==> src/core/i2c_slave_pkg.sv <==
// constants, modes and state type for the serial-port slave core
//
// Summary of operation
// - four-bit mode field picks 7-bit slave, 10-bit slave, master or firmware mode
// - master mode bus clock is core clock over four times (address plus one)
// - port pins and function are active only while the enable bit is set
// - start and stop are detected in hardware and reported as flags
// - short glitches on clock and data inputs are filtered; a new level passes only after FILT_CYCLES core cycles
// - status reports start, stop, data or address, address update, direction
// - shift register keeps receiving while finished bytes move to the buffer
// - a byte finishing before the buffer is read sets overflow and is lost
// - matched address or data byte is copied to the buffer, then acknowledged
// - no acknowledge when buffer-full or overflow was already set
// - byte into full buffer leaves buffer alone but sets interrupt and overflow
// - reading the buffer clears buffer-full; only software clears overflow
// - after start, eight bits shift in, each sampled on clock rising edge
// - shift bits seven to one are compared with the address at eighth fall
// - match loads buffer and full flag at eighth fall, interrupt at ninth fall
// - ten-bit first byte is recognised by top five bits, sent as write
// - ten-bit first byte is 11110, address bits nine and eight, write bit
// - matched ten-bit high and low address bytes after a first start set update flag and stretch clock
// - software reloads the high byte after the low match, releasing the clock
// - after repeated start in ten-bit mode only the high byte must match
// - as slave transmitter the core drives the data line with its own bits
// - overflow set with buffer empty loads the byte and interrupts, no acknowledge
// - reset releases both pins and drops any transfer in progress, leaving the enable bit as it is
package i2c_slave_pkg;

    // mode field encodings
    localparam logic [3:0] MODE_SLV7      = 4'h6;
    localparam logic [3:0] MODE_SLV10     = 4'h7;
    localparam logic [3:0] MODE_MSTR      = 4'h8;
    localparam logic [3:0] MODE_FIRMWARE  = 4'hb;

    // byte framing
    localparam logic [3:0] BYTE_BITS      = 4'h8;
    localparam logic [4:0] TENB_HEADER    = 5'h1e;
    localparam int         MSTR_DIV_MULT  = 4;

    // glitch filter length in core cycles
    localparam int         FILT_LEN       = 3;

    // reset values
    localparam logic [7:0] ADDR_RST       = 8'h00;
    localparam logic [7:0] BUF_RST        = 8'h00;

    typedef enum logic [2:0] {
        st_idle,
        st_shift,
        st_ack,
        st_hold,
        st_tx,
        st_txack
    } slv_state_t;

endpackage

==> src/core/i2c_slave_core.sv <==
// serial-port core in bus slave role: start/stop, addressing, receive buffer
`timescale 1ns/10ps
`default_nettype none

module i2c_slave_core #(
    parameter int FILT_CYCLES = i2c_slave_pkg::FILT_LEN
) (
    input  wire logic                     mclk,
    input  wire logic                     srst,
    input  wire logic                     clk_en,
    input  wire logic                     scl_in,
    output logic                          scl_out,
    output logic                          scl_oe,
    input  wire logic                     sda_in,
    output logic                          sda_out,
    output logic                          sda_oe,
    input  wire logic [3:0]               mode_sel,
    input  wire logic                     port_enable_bit,
    input  wire logic                     overflow_clr,
    input  wire logic                     irq_clr,
    input  wire logic                     addr_wr,
    input  wire logic [7:0]               addr_wdata,
    input  wire logic                     buf_rd,
    input  wire logic                     tx_wr,
    input  wire logic [7:0]               tx_wdata,
    input  wire logic                     clk_release,
    output logic [7:0]                    rx_tx_buffer,
    output logic [7:0]                    slave_address_reg,
    output logic                          buffer_full_flag,
    output logic                          overflow_flag,
    output logic                          port_irq_flag,
    output logic                          update_address_flag,
    output logic                          start_flag,
    output logic                          stop_flag,
    output logic                          data_flag,
    output logic                          rw_flag
);
    import i2c_slave_pkg::*;

    localparam int FCW = $clog2(FILT_CYCLES + 1);

    // ------------------------------------------------------------
    // pin synchronisers and glitch filters
    // ------------------------------------------------------------
    logic [1:0]  pin_raw;
    logic [1:0]  filt_w;
    logic        scl_f;
    logic        sda_f;
    logic        scl_p_q;
    logic        sda_p_q;

    assign pin_raw = {sda_in, scl_in};

    genvar g;
    generate
        for (g = 0; g < 2; g++) begin : g_pin
            logic           sync1_q;
            logic           sync2_q;
            logic           filt_q;
            logic [FCW-1:0] fcnt_q;
            // two-flop sync, level must stay stable to pass
            always_ff @(posedge mclk) begin
                if (srst) begin
                    sync1_q <= 1'b1;
                    sync2_q <= 1'b1;
                    filt_q  <= 1'b1;
                    fcnt_q  <= '0;
                end else if (clk_en) begin
                    sync1_q <= pin_raw[g];
                    sync2_q <= sync1_q;
                    if (sync2_q == filt_q) begin
                        fcnt_q <= '0;
                    end else if (fcnt_q == FCW'(FILT_CYCLES - 1)) begin
                        filt_q <= sync2_q;
                        fcnt_q <= '0;
                    end else begin
                        fcnt_q <= fcnt_q + 1'b1;
                    end
                end
            end
            assign filt_w[g] = filt_q;
        end
    endgenerate

    assign scl_f = filt_w[0];
    assign sda_f = filt_w[1];

    // previous filtered levels for edge detection
    always_ff @(posedge mclk) begin
        if (srst) begin
            scl_p_q <= 1'b1;
            sda_p_q <= 1'b1;
        end else if (clk_en) begin
            scl_p_q <= scl_f;
            sda_p_q <= sda_f;
        end
    end

    // ------------------------------------------------------------
    // bus events and mode decode
    // ------------------------------------------------------------
    logic scl_rise;
    logic scl_fall;
    logic start_det;
    logic stop_det;
    logic slave_on;
    logic ten_mode;
    logic mstr_on;

    assign scl_rise  = scl_f & ~scl_p_q;
    assign scl_fall  = ~scl_f & scl_p_q;
    // data edge while clock high marks start or stop
    assign start_det = scl_f & scl_p_q & sda_p_q & ~sda_f;
    assign stop_det  = scl_f & scl_p_q & ~sda_p_q & sda_f;
    // mode field selects the role, only while enabled
    assign ten_mode  = (mode_sel == MODE_SLV10);
    assign slave_on  = port_enable_bit & ((mode_sel == MODE_SLV7) | ten_mode);
    assign mstr_on   = port_enable_bit & (mode_sel == MODE_MSTR);

    // ------------------------------------------------------------
    // state registers
    // ------------------------------------------------------------
    slv_state_t st_q;
    logic [3:0] bit_cnt_q;
    logic [7:0] sr_q;
    logic [7:0] addr_q;
    logic [7:0] buf_q;
    logic       addressed_q;
    logic       tenb_lo_q;
    logic       tenb_done_q;
    logic       ack_q;
    logic       ack_rx_q;
    logic       tx_loaded_q;
    logic       bf_q;
    logic       ovf_q;
    logic       irq_q;
    logic       ua_q;
    logic       start_q;
    logic       stop_q;
    logic       data_q;
    logic       rw_q;

    // ------------------------------------------------------------
    // address compare at the eighth falling edge
    // ------------------------------------------------------------
    logic eval;
    logic hi_match;
    logic match;
    logic ua_set;
    logic accept;
    logic ack_ok;
    logic load;

    assign eval     = (st_q == st_shift) & scl_fall & (bit_cnt_q == BYTE_BITS);
    // ten-bit header is 11110 plus two address bits
    assign hi_match = (sr_q[7:3] == TENB_HEADER) & (sr_q[7:1] == addr_q[7:1]);

    // compare shift bits 7:1, or the full low byte in ten-bit mode
    always_comb begin
        match  = 1'b0;
        ua_set = 1'b0;
        if (!ten_mode) begin
            match = (sr_q[7:1] == addr_q[7:1]);
        end else if (tenb_lo_q) begin
            match  = (sr_q == addr_q);
            ua_set = 1'b1;
        end else if (tenb_done_q) begin
            // repeated start needs only the high byte
            match = hi_match;
        end else begin
            // first byte must carry write direction
            match  = hi_match & ~sr_q[0];
            ua_set = 1'b1;
        end
    end

    assign accept = addressed_q | match;
    // no acknowledge when either flag already set
    assign ack_ok = accept & ~bf_q & ~ovf_q;
    // overflow alone still lets the byte in
    assign load   = accept & ~bf_q;

    // ------------------------------------------------------------
    // transfer state machine
    // ------------------------------------------------------------
    // reset or disable drops the transfer
    always_ff @(posedge mclk) begin
        if (srst) begin
            st_q        <= st_idle;
            bit_cnt_q   <= 4'h0;
            sr_q        <= 8'h00;
            addressed_q <= 1'b0;
            tenb_lo_q   <= 1'b0;
            tenb_done_q <= 1'b0;
            ack_q       <= 1'b0;
            ack_rx_q    <= 1'b0;
            tx_loaded_q <= 1'b0;
        end else if (clk_en) begin
            if (!slave_on || stop_det) begin
                st_q        <= st_idle;
                addressed_q <= 1'b0;
                tenb_lo_q   <= 1'b0;
                tenb_done_q <= 1'b0;
                ack_q       <= 1'b0;
                tx_loaded_q <= 1'b0;
            end else if (start_det) begin
                // every start, repeated or not, begins an address byte
                st_q        <= st_shift;
                bit_cnt_q   <= 4'h0;
                addressed_q <= 1'b0;
                tenb_lo_q   <= 1'b0;
                ack_q       <= 1'b0;
                tx_loaded_q <= 1'b0;
            end else begin
                case (st_q)
                    st_idle: begin
                        bit_cnt_q <= 4'h0;
                    end
                    st_shift: begin
                        // sample on rising clock, MSB first
                        if (scl_rise && bit_cnt_q != BYTE_BITS) begin
                            sr_q      <= {sr_q[6:0], sda_f};
                            bit_cnt_q <= bit_cnt_q + 4'h1;
                        end else if (eval) begin
                            st_q  <= accept ? st_ack : st_idle;
                            ack_q <= ack_ok;
                            if (!addressed_q && match) begin
                                if (ten_mode && !tenb_lo_q && !tenb_done_q) begin
                                    tenb_lo_q <= 1'b1;
                                end else begin
                                    addressed_q <= 1'b1;
                                    tenb_lo_q   <= 1'b0;
                                    tenb_done_q <= ten_mode;
                                end
                            end
                        end
                    end
                    st_ack: begin
                        // release acknowledge at the ninth fall
                        if (scl_fall) begin
                            ack_q     <= 1'b0;
                            bit_cnt_q <= 4'h0;
                            if (ua_q || (addressed_q && rw_q)) begin
                                st_q <= st_hold;
                            end else begin
                                st_q <= st_shift;
                            end
                        end
                    end
                    st_hold: begin
                        if (tx_wr) begin
                            sr_q        <= tx_wdata;
                            tx_loaded_q <= 1'b1;
                        end
                        if (ua_q && addr_wr) begin
                            st_q <= st_shift;
                        end else if (!ua_q && tx_loaded_q && clk_release) begin
                            st_q      <= st_tx;
                            bit_cnt_q <= 4'h0;
                        end
                    end
                    st_tx: begin
                        // shift out on each falling clock
                        if (scl_fall) begin
                            sr_q      <= {sr_q[6:0], 1'b1};
                            bit_cnt_q <= bit_cnt_q + 4'h1;
                            if (bit_cnt_q == BYTE_BITS - 4'h1) begin
                                st_q <= st_txack;
                            end
                        end
                    end
                    st_txack: begin
                        if (scl_rise) begin
                            ack_rx_q <= ~sda_f;
                        end else if (scl_fall) begin
                            tx_loaded_q <= 1'b0;
                            st_q        <= ack_rx_q ? st_hold : st_idle;
                        end
                    end
                    default: begin
                        st_q <= st_idle;
                    end
                endcase
            end
        end
    end

    // ------------------------------------------------------------
    // buffer, address register and status flags
    // ------------------------------------------------------------
    logic ninth_fall;

    assign ninth_fall = ((st_q == st_ack) | (st_q == st_txack)) & scl_fall & slave_on & ~start_det & ~stop_det;

    // finished byte moves to the buffer, at the eighth fall
    always_ff @(posedge mclk) begin
        if (srst) begin
            buf_q <= BUF_RST;
        end else if (clk_en) begin
            if (eval && load && slave_on && !start_det && !stop_det) begin
                buf_q <= sr_q;
            end else if (tx_wr && st_q == st_hold) begin
                buf_q <= tx_wdata;
            end
        end
    end

    // address register written by software
    always_ff @(posedge mclk) begin
        if (srst) begin
            addr_q <= ADDR_RST;
        end else if (clk_en && addr_wr) begin
            addr_q <= addr_wdata;
        end
    end

    // sticky flags: hardware set wins over software clear
    always_ff @(posedge mclk) begin
        if (srst) begin
            bf_q  <= 1'b0;
            ovf_q <= 1'b0;
            irq_q <= 1'b0;
            ua_q  <= 1'b0;
        end else if (clk_en) begin
            if (eval && load && slave_on && !start_det && !stop_det) begin
                bf_q <= 1'b1;
            end else if (buf_rd) begin
                bf_q <= 1'b0;
            end
            // byte into full buffer sets overflow, cleared only by software
            if (eval && accept && bf_q && slave_on && !start_det && !stop_det) begin
                ovf_q <= 1'b1;
            end else if (overflow_clr) begin
                ovf_q <= 1'b0;
            end
            if (ninth_fall) begin
                irq_q <= 1'b1;
            end else if (irq_clr) begin
                irq_q <= 1'b0;
            end
            // matched ten-bit high or low address byte after a first start asks for an address update
            if (eval && match && !addressed_q && ua_set && slave_on && !start_det && !stop_det) begin
                ua_q <= 1'b1;
            end else if (addr_wr || !slave_on) begin
                ua_q <= 1'b0;
            end
        end
    end

    // status: start/stop, data or address, direction
    always_ff @(posedge mclk) begin
        if (srst) begin
            start_q <= 1'b0;
            stop_q  <= 1'b0;
            data_q  <= 1'b0;
            rw_q    <= 1'b0;
        end else if (clk_en) begin
            if (!port_enable_bit) begin
                start_q <= 1'b0;
                stop_q  <= 1'b0;
            end else if (start_det) begin
                start_q <= 1'b1;
                stop_q  <= 1'b0;
            end else if (stop_det) begin
                start_q <= 1'b0;
                stop_q  <= 1'b1;
            end
            if (eval && accept && slave_on) begin
                data_q <= addressed_q;
                if (!addressed_q && match && !ua_set) begin
                    rw_q <= sr_q[0];
                end
            end
        end
    end

    // ------------------------------------------------------------
    // master clock generator
    // ------------------------------------------------------------
    logic [9:0] div_cnt_q;
    logic       mstr_scl_q;
    logic [9:0] half_w;

    // period is MSTR_DIV_MULT * (address + 1) core cycles
    assign half_w = 10'((MSTR_DIV_MULT / 2) * (int'(addr_q) + 1));

    always_ff @(posedge mclk) begin
        if (srst) begin
            div_cnt_q  <= 10'h000;
            mstr_scl_q <= 1'b1;
        end else if (clk_en) begin
            if (!mstr_on) begin
                div_cnt_q  <= 10'h000;
                mstr_scl_q <= 1'b1;
            end else if (div_cnt_q == half_w - 10'h001) begin
                div_cnt_q  <= 10'h000;
                mstr_scl_q <= ~mstr_scl_q;
            end else begin
                div_cnt_q <= div_cnt_q + 10'h001;
            end
        end
    end

    // ------------------------------------------------------------
    // pin drivers and outputs
    // ------------------------------------------------------------
    // pins driven only while enabled; open drain pulls low
    assign scl_out = 1'b0;
    assign sda_out = 1'b0;
    assign scl_oe  = (slave_on & (st_q == st_hold)) | (mstr_on & ~mstr_scl_q);
    assign sda_oe  = slave_on & (((st_q == st_ack) & ack_q) |
                     (((st_q == st_tx) | ((st_q == st_hold) & tx_loaded_q)) & ~sr_q[7]));

    assign rx_tx_buffer        = buf_q;
    assign slave_address_reg   = addr_q;
    assign buffer_full_flag    = bf_q;
    assign overflow_flag       = ovf_q;
    assign port_irq_flag       = irq_q;
    assign update_address_flag = ua_q;
    assign start_flag          = start_q;
    assign stop_flag           = stop_q;
    assign data_flag           = data_q;
    assign rw_flag             = rw_q;

    logic good_eval;
    assign good_eval = clk_en & eval & slave_on & ~start_det & ~stop_det;
endmodule

`default_nettype wire

==> config.mk <==
export PLATFORM = sky130hd
export DESIGN_NAME = i2c_slave_core
export DESIGN_NICKNAME = d
export VERILOG_FILES = /design/src/core/i2c_slave_pkg.sv /design/src/core/i2c_slave_core.sv
export SDC_FILE = /design/constraint.sdc
export NUM_CORES = 1
export LEC_CHECK = 0
export BUFFER_PORTS_ARGS = -buffer_cell sky130_fd_sc_hd__buf_2
export CORE_ASPECT_RATIO = 1.2
export CORE_MARGIN = 3
export CORE_UTILIZATION = 26
export CTS_CLUSTER_DIAMETER = 100
export CTS_CLUSTER_SIZE = 12
export DETAILED_ROUTE_END_ITERATION = 7
export PLACE_DENSITY_LB_ADDON = 0.05
export SLEW_MARGIN = 25
export SYNTH_ARGS = -nofsm -noshare
export SYNTH_HDL_FRONTEND = slang
export SYNTH_SLANG_ARGS = --single-unit
==> constraint.sdc <==
create_clock -name mclk -period 2.4 [get_ports mclk]
set_input_delay 0.24 -clock mclk [delete_from_list [all_inputs] [get_ports mclk]]
set_output_delay 0.24 -clock mclk [all_outputs]
set_load 0.02 [all_outputs]
# Word level (Yosys, flattened, before mapping)
# Cells that the tools add are included.
totals:
  register_bits: 68
  input_bits: 32
classes:
  n_mux: 88
  add_sub_neg: 6
  eq_ne: 44
  n_reduce_logical: 74
  n_bitwise: 45
op_table:
  columns: ["op", "count"]
  rows:
  - ["$mux W1", 52]
  - ["$mux W8", 5]
  - ["$mux W3", 11]
  - ["$ne A4 B4 Y1 const B", 8]
  - ["$logic_and A1 B1 Y1", 27]
  - ["$and A1 B1 Y1", 25]
  - ["$mux W4", 6]
  - ["$pmux W8 S3", 1]
  - ["$ne A3 B3 Y1 const B", 7]
  - ["$mux W10", 2]
  - ["$pmux W4 S5", 1]
  - ["$reduce_and A5 Y1", 4]
  - ["$pmux W3 S6", 1]
  - ["$reduce_and A2 Y1", 8]
  - ["$reduce_bool A2 Y1", 8]
  - ["$mux W2", 7]
  - ["$not A1 Y1", 14]
  - ["$reduce_and A7 Y1", 2]
  - ["$eq A4 B3 Y1 const B", 3]
  - ["$reduce_bool A3 Y1", 4]
  - ["$add A10 B1 Y10 const B", 1]
  - ["$eq A10 B10 Y1", 1]
  - ["$reduce_and A10 Y1", 1]
  - ["$sub A10 B1 Y10 const B", 1]
  - ["28 further kinds", 57]

# Depth between registers and ports, before layout
logic_depth:
  word_depth: 14
  depth_mapped: 9
  ltp_nobuf: 9

# Worst setup path after synthesis
# OpenSTA, ideal clock, no wires.
synth_timing:
  path_kind: "flip-flop to flip-flop"
  from: "register addr_q[0] (netlist: slave_address_reg[0])"
  to: "register mstr_scl_q"
  stages_incl_launch_ff: 9
  arrival_ns: 2.289
  n_path_buf: 0
  slack_ns: -0.008
  cell_sequence: "dfxtp_1 > ha_1 > xnor2_1 > nand3b_1 > or2_2 > a32o_2 > a211oi_4 > o21ai_2 > o31a_1"
synth_between:
  elab_chain_cells: 5
synth_rtl:
  columns: ["item", "line", "text"]
  rows:
  - ["from (decl)", "i2c_slave_core.sv:126", "logic [7:0] addr_q;"]
  - ["from (signal assigned)", "i2c_slave_core.sv:313", "addr_q <= addr_wdata;"]
  - ["$add A8 B1 Y9", "i2c_slave_core.sv:385", "assign half_w = 10'((MSTR_DIV_MULT / 2) * (int'(addr_q) + 1));"]
  - ["$sub A10 B1 Y10", "i2c_slave_core.sv:395", "end else if (div_cnt_q == half_w - 10'h001) begin"]
  - ["$eq A10 B10 Y1", "i2c_slave_core.sv:395", null]
  - ["$ne A2 B1 Y1 (no source line)", null, null]
  - ["$reduce_and A2 Y1 (no source line)", null, null]
  - ["to (signal assigned)", "i2c_slave_core.sv:397", "mstr_scl_q <= ~mstr_scl_q;"]
  - ["to (decl)", "i2c_slave_core.sv:381", "logic mstr_scl_q;"]
# Every way passes these cells.
# A chain may end at the register's enable or synchronous reset.

# Worst setup path in the final report
# Same ends and word-level chain as after synthesis.

==> summary.md <==
| Metric | Value |
|---|---|
| CP Depth | `9` |
| Total global routing track utilization | `15.56%` |
| Routability cong. | `0.8586` |
| Worst reg2reg path endpoint | `mstr_scl_q` |
| Finished Core Util | `35.11%` |
| Vias per inst | `5.058` |
| Register area share after synthesis | `34.20%` |
| Commonest cells after routing, fill and taps aside | `nand2_1, dfxtp_1, buf_2, nor2_1, buf_4` |
| Post-DRT Antenna Nets | `0` |
| Core area | `14710 µm²` |
| CTS Root Cell | `clkbuf_16` |
| Vias in the first global route | `3986` |
| Clk Latency, worst-skew pair | `0.34 ns` |
| Final Hold Viols | `0` |
| Drt first pass iters | `5` |
| Syn_area_per_cell | `7.944 µm²` |
| Wire per inst | `16.39 µm` |
| GR Util met3 | `3.230%` |
| Yosys cell types | `62` |
| Initial core utilization | `27.05%` |
| PD cells | `554.9 nW/µm²` |
| Cell area after layout | `5166 µm²` |
| Most Used Layer, Global Route | `met2` |
| EDFF count, synth | `0` |
| Worst setup margin | `0.1113 ns` |
| Critical Path Max Stage Delay | `0.41 ns` |
| Most flop-heavy register | `div_cnt_q` |
| CP bufs+invs | `1` |
| M2 GR Usage | `26.11%` |
| Tightest Hold Check Type | `input port to register` |
| Fin crit period | `2.289 ns` |
| CP Capture Point | `mstr_scl_q` |
| Cell area after synthesis | `3980 µm²` |
| Main flop type after synthesis | `dfxtp_1` |
| CTS Hold Bufs | `0` |
| Slew Limit Fails | `0` |
| Dpl ws | `-0.09169 ns` |
| Crit path kind | `register to register` |
| Clk slew on worst S/H paths | `0.06 ns` |
| Largest net degree at the start of global routing | `28` |
| Ys async rst share | `0%` |
| Crit-path cells | `ha_4 -> nand3_1 -> nor2_4 -> xor2_2 -> a32o_2 -> a211oi_4 -> buf_4 -> o41a_1 -> o31a_1` |
| Status | `finished clean` |
| Period utilization | `95.36%` |
| Die Wd | `118.9 µm` |
| Critical Path AT | `2.52 ns` |
| Cells after Synth | `501` |
| Total global routing overflow | `0` |
| Core Rows | `48` |
| Via count | `3981` |
| Fraction of layout cells with a size suffix above 1 | `24.87%` |
| Max FO, Critical Path | `9` |
| Nets | `618` |
| Max rail drop VDD | `0.2341 mV` |
| Slew headroom | `49.16%` |
| Delay-heaviest family, CP | `compound AO/OA/AOI/OAI gates` |
| Met1 global-route usage | `19.56%` |
| Crit end category | `register` |
| Max Cap Violations | `0` |
| First-pass GRT wire length | `20780 µm` |
| Setup crit start kind | `register` |
| Worst r2r src | `slave_address_reg[0]` |
| CTS Buffer Depth | `2` |
| Final setup TNS | `0 ns` |
| Post-Route WL | `12900 µm` |
| Placed cell area | `4688 µm²` |
| YS warnings | `0` |
| FMAX | `0.4369 GHz` |
| Ant. Diodes | `0` |
| Area grow syn2layout | `29.80%` |
| Clk sinks | `68` |
| TritonCTS buffer count | `9` |
| Largest register FFs | `10` |
| Drt drc | `0` |
| DIE AREA | `16830 µm²` |
| Static leakage | `1.898 nW` |
| Worst-margin pin slew | `0.7597 ns` |
| Most common cell after layout, fill and taps aside | `nand2_1` |
| Clock H-tree levels | `3` |
| Die Y | `141.5 µm` |
| I/O pin count | `60` |
| CTS tree | `done` |
| Yosys reg bits | `68` |
| Setup crit start | `slave_address_reg[0]` |
| DRT iter0 DRCs | `219` |
| CP max stage cell | `o41a_1` |
| Reg2Reg Depth | `9` |
| Worst EP required | `2.63 ns` |
| IO buf count | `57` |
| Final Skew | `0.008082 ns` |
| Hpwl dp | `9741 µm` |
| Final setup violation count | `0` |
| Reg2Reg Setup Slack | `0.11 ns` |
| Antenna violations before repair | `0` |
-- how the worst min path moves through the flow --
stage               depth (start not counted)              from                to
floorplan                                   1            buf_rd  buffer_full_flag
global placement                            1  g_pin[0].sync1_q  g_pin[0].sync2_q
detailed placement                          1   rx_tx_buffer[3]   rx_tx_buffer[3]
CTS                                         2            scl_in  g_pin[0].sync1_q
global route                                2            sda_in  g_pin[1].sync1_q
finish                                      2            scl_in  g_pin[0].sync1_q
-- Yosys cell counts (7+ instances only) --
cell type / count / area share [%]
nand2_1: 70 / 6.6
dfxtp_1: 68 / 34
nor2_1: 46 / 4.3
a21oi_1: 32 / 4.0
xnor2_1: 24 / 5.3
clkbuf_1: 22 / 2.1
nand3_1: 20 / 2.5
o21ai_0: 16 / 2.0
a211oi_1: 15 / 2.8
inv_1: 13 / 1.2
xor2_1: 13 / 2.9
a22oi_1: 11 / 2.1
a311oi_1: 11 / 2.4
nor2b_1: 10 / 1.6
o2bb2ai_1: 9 / 2.0
nor3_1: 8 / 1.0
a211o_1: 7 / 1.5
-- repair_timing --
action                                  CTS  global route
cloned                                    0             1
setup buffers                             0             3
endpoints found under the setup margin    9            24
pin swaps                                 1             5
resized for setup                         5            21
-- per-stage QoR --
stage               std cells  total power, mW  hold WS [ns]
finish                    787            2.867        0.1050
global route              787            2.994        0.1056
CTS                       783            2.909       0.09168
detailed placement        767            1.445        0.4456
global placement          767            1.445        0.4384
floorplan                 502            1.337        0.3577
-- where the power goes --
group / internal (mW) / total, mW / switching (mW)
logic: 0.113 / 0.265 / 0.152
registers: 1.14 / 1.16 / 0.0218
clock network: 0.937 / 1.44 / 0.501
total: 2.19 / 2.87 / 0.675
-- area by class of cell --
cell class / instances / area (µm²)
Clock buffer: 12 / 246.5
Clock inverter: 4 / 72.57
Fill cell: 1563 / 9548
Inverter: 13 / 48.80
Multi-Input combinational cell: 389 / 2556
Sequential cell: 68 / 1376
Tap cell: 200 / 250.2
Timing Repair Buffer: 101 / 615.6
-- worst reg2reg max path, stage by stage (launching register included) --
cell      delay, ns
dfxtp_4        0.40
ha_4           0.18
nand3_1        0.13
nor2_4         0.17
xor2_2         0.31
a32o_2         0.27
a211oi_4       0.07
buf_4          0.15
o41a_1         0.41
o31a_1         0.11
-- logic make-up (layout without fill, tap and decap cells) --
logic type                 after synthesis  count (layout)  synth area share (%)
muxes                                    8               8                 2.106
other                                    1               2               0.09422
xor gates and xnor gates                38              38                 8.708
DFF                                     68              68                 34.20
AOI/OAI and AO/OA                      132             133                 23.74
buffers and inverters                   46             130                 4.841
and+or+nand+nor                        204             204                 25.06
adders and majority gates                4               4                 1.258
-- layer usage --
metal | up-vias | part of all wire, %
met2 | 77 | 49
met3 | 17 | 3.1
li1 | 1985 | -
met1 | 1902 | 46
met4 | 0 | 2.2
met5 | - | 0
(Power assumes the default switching activity.)
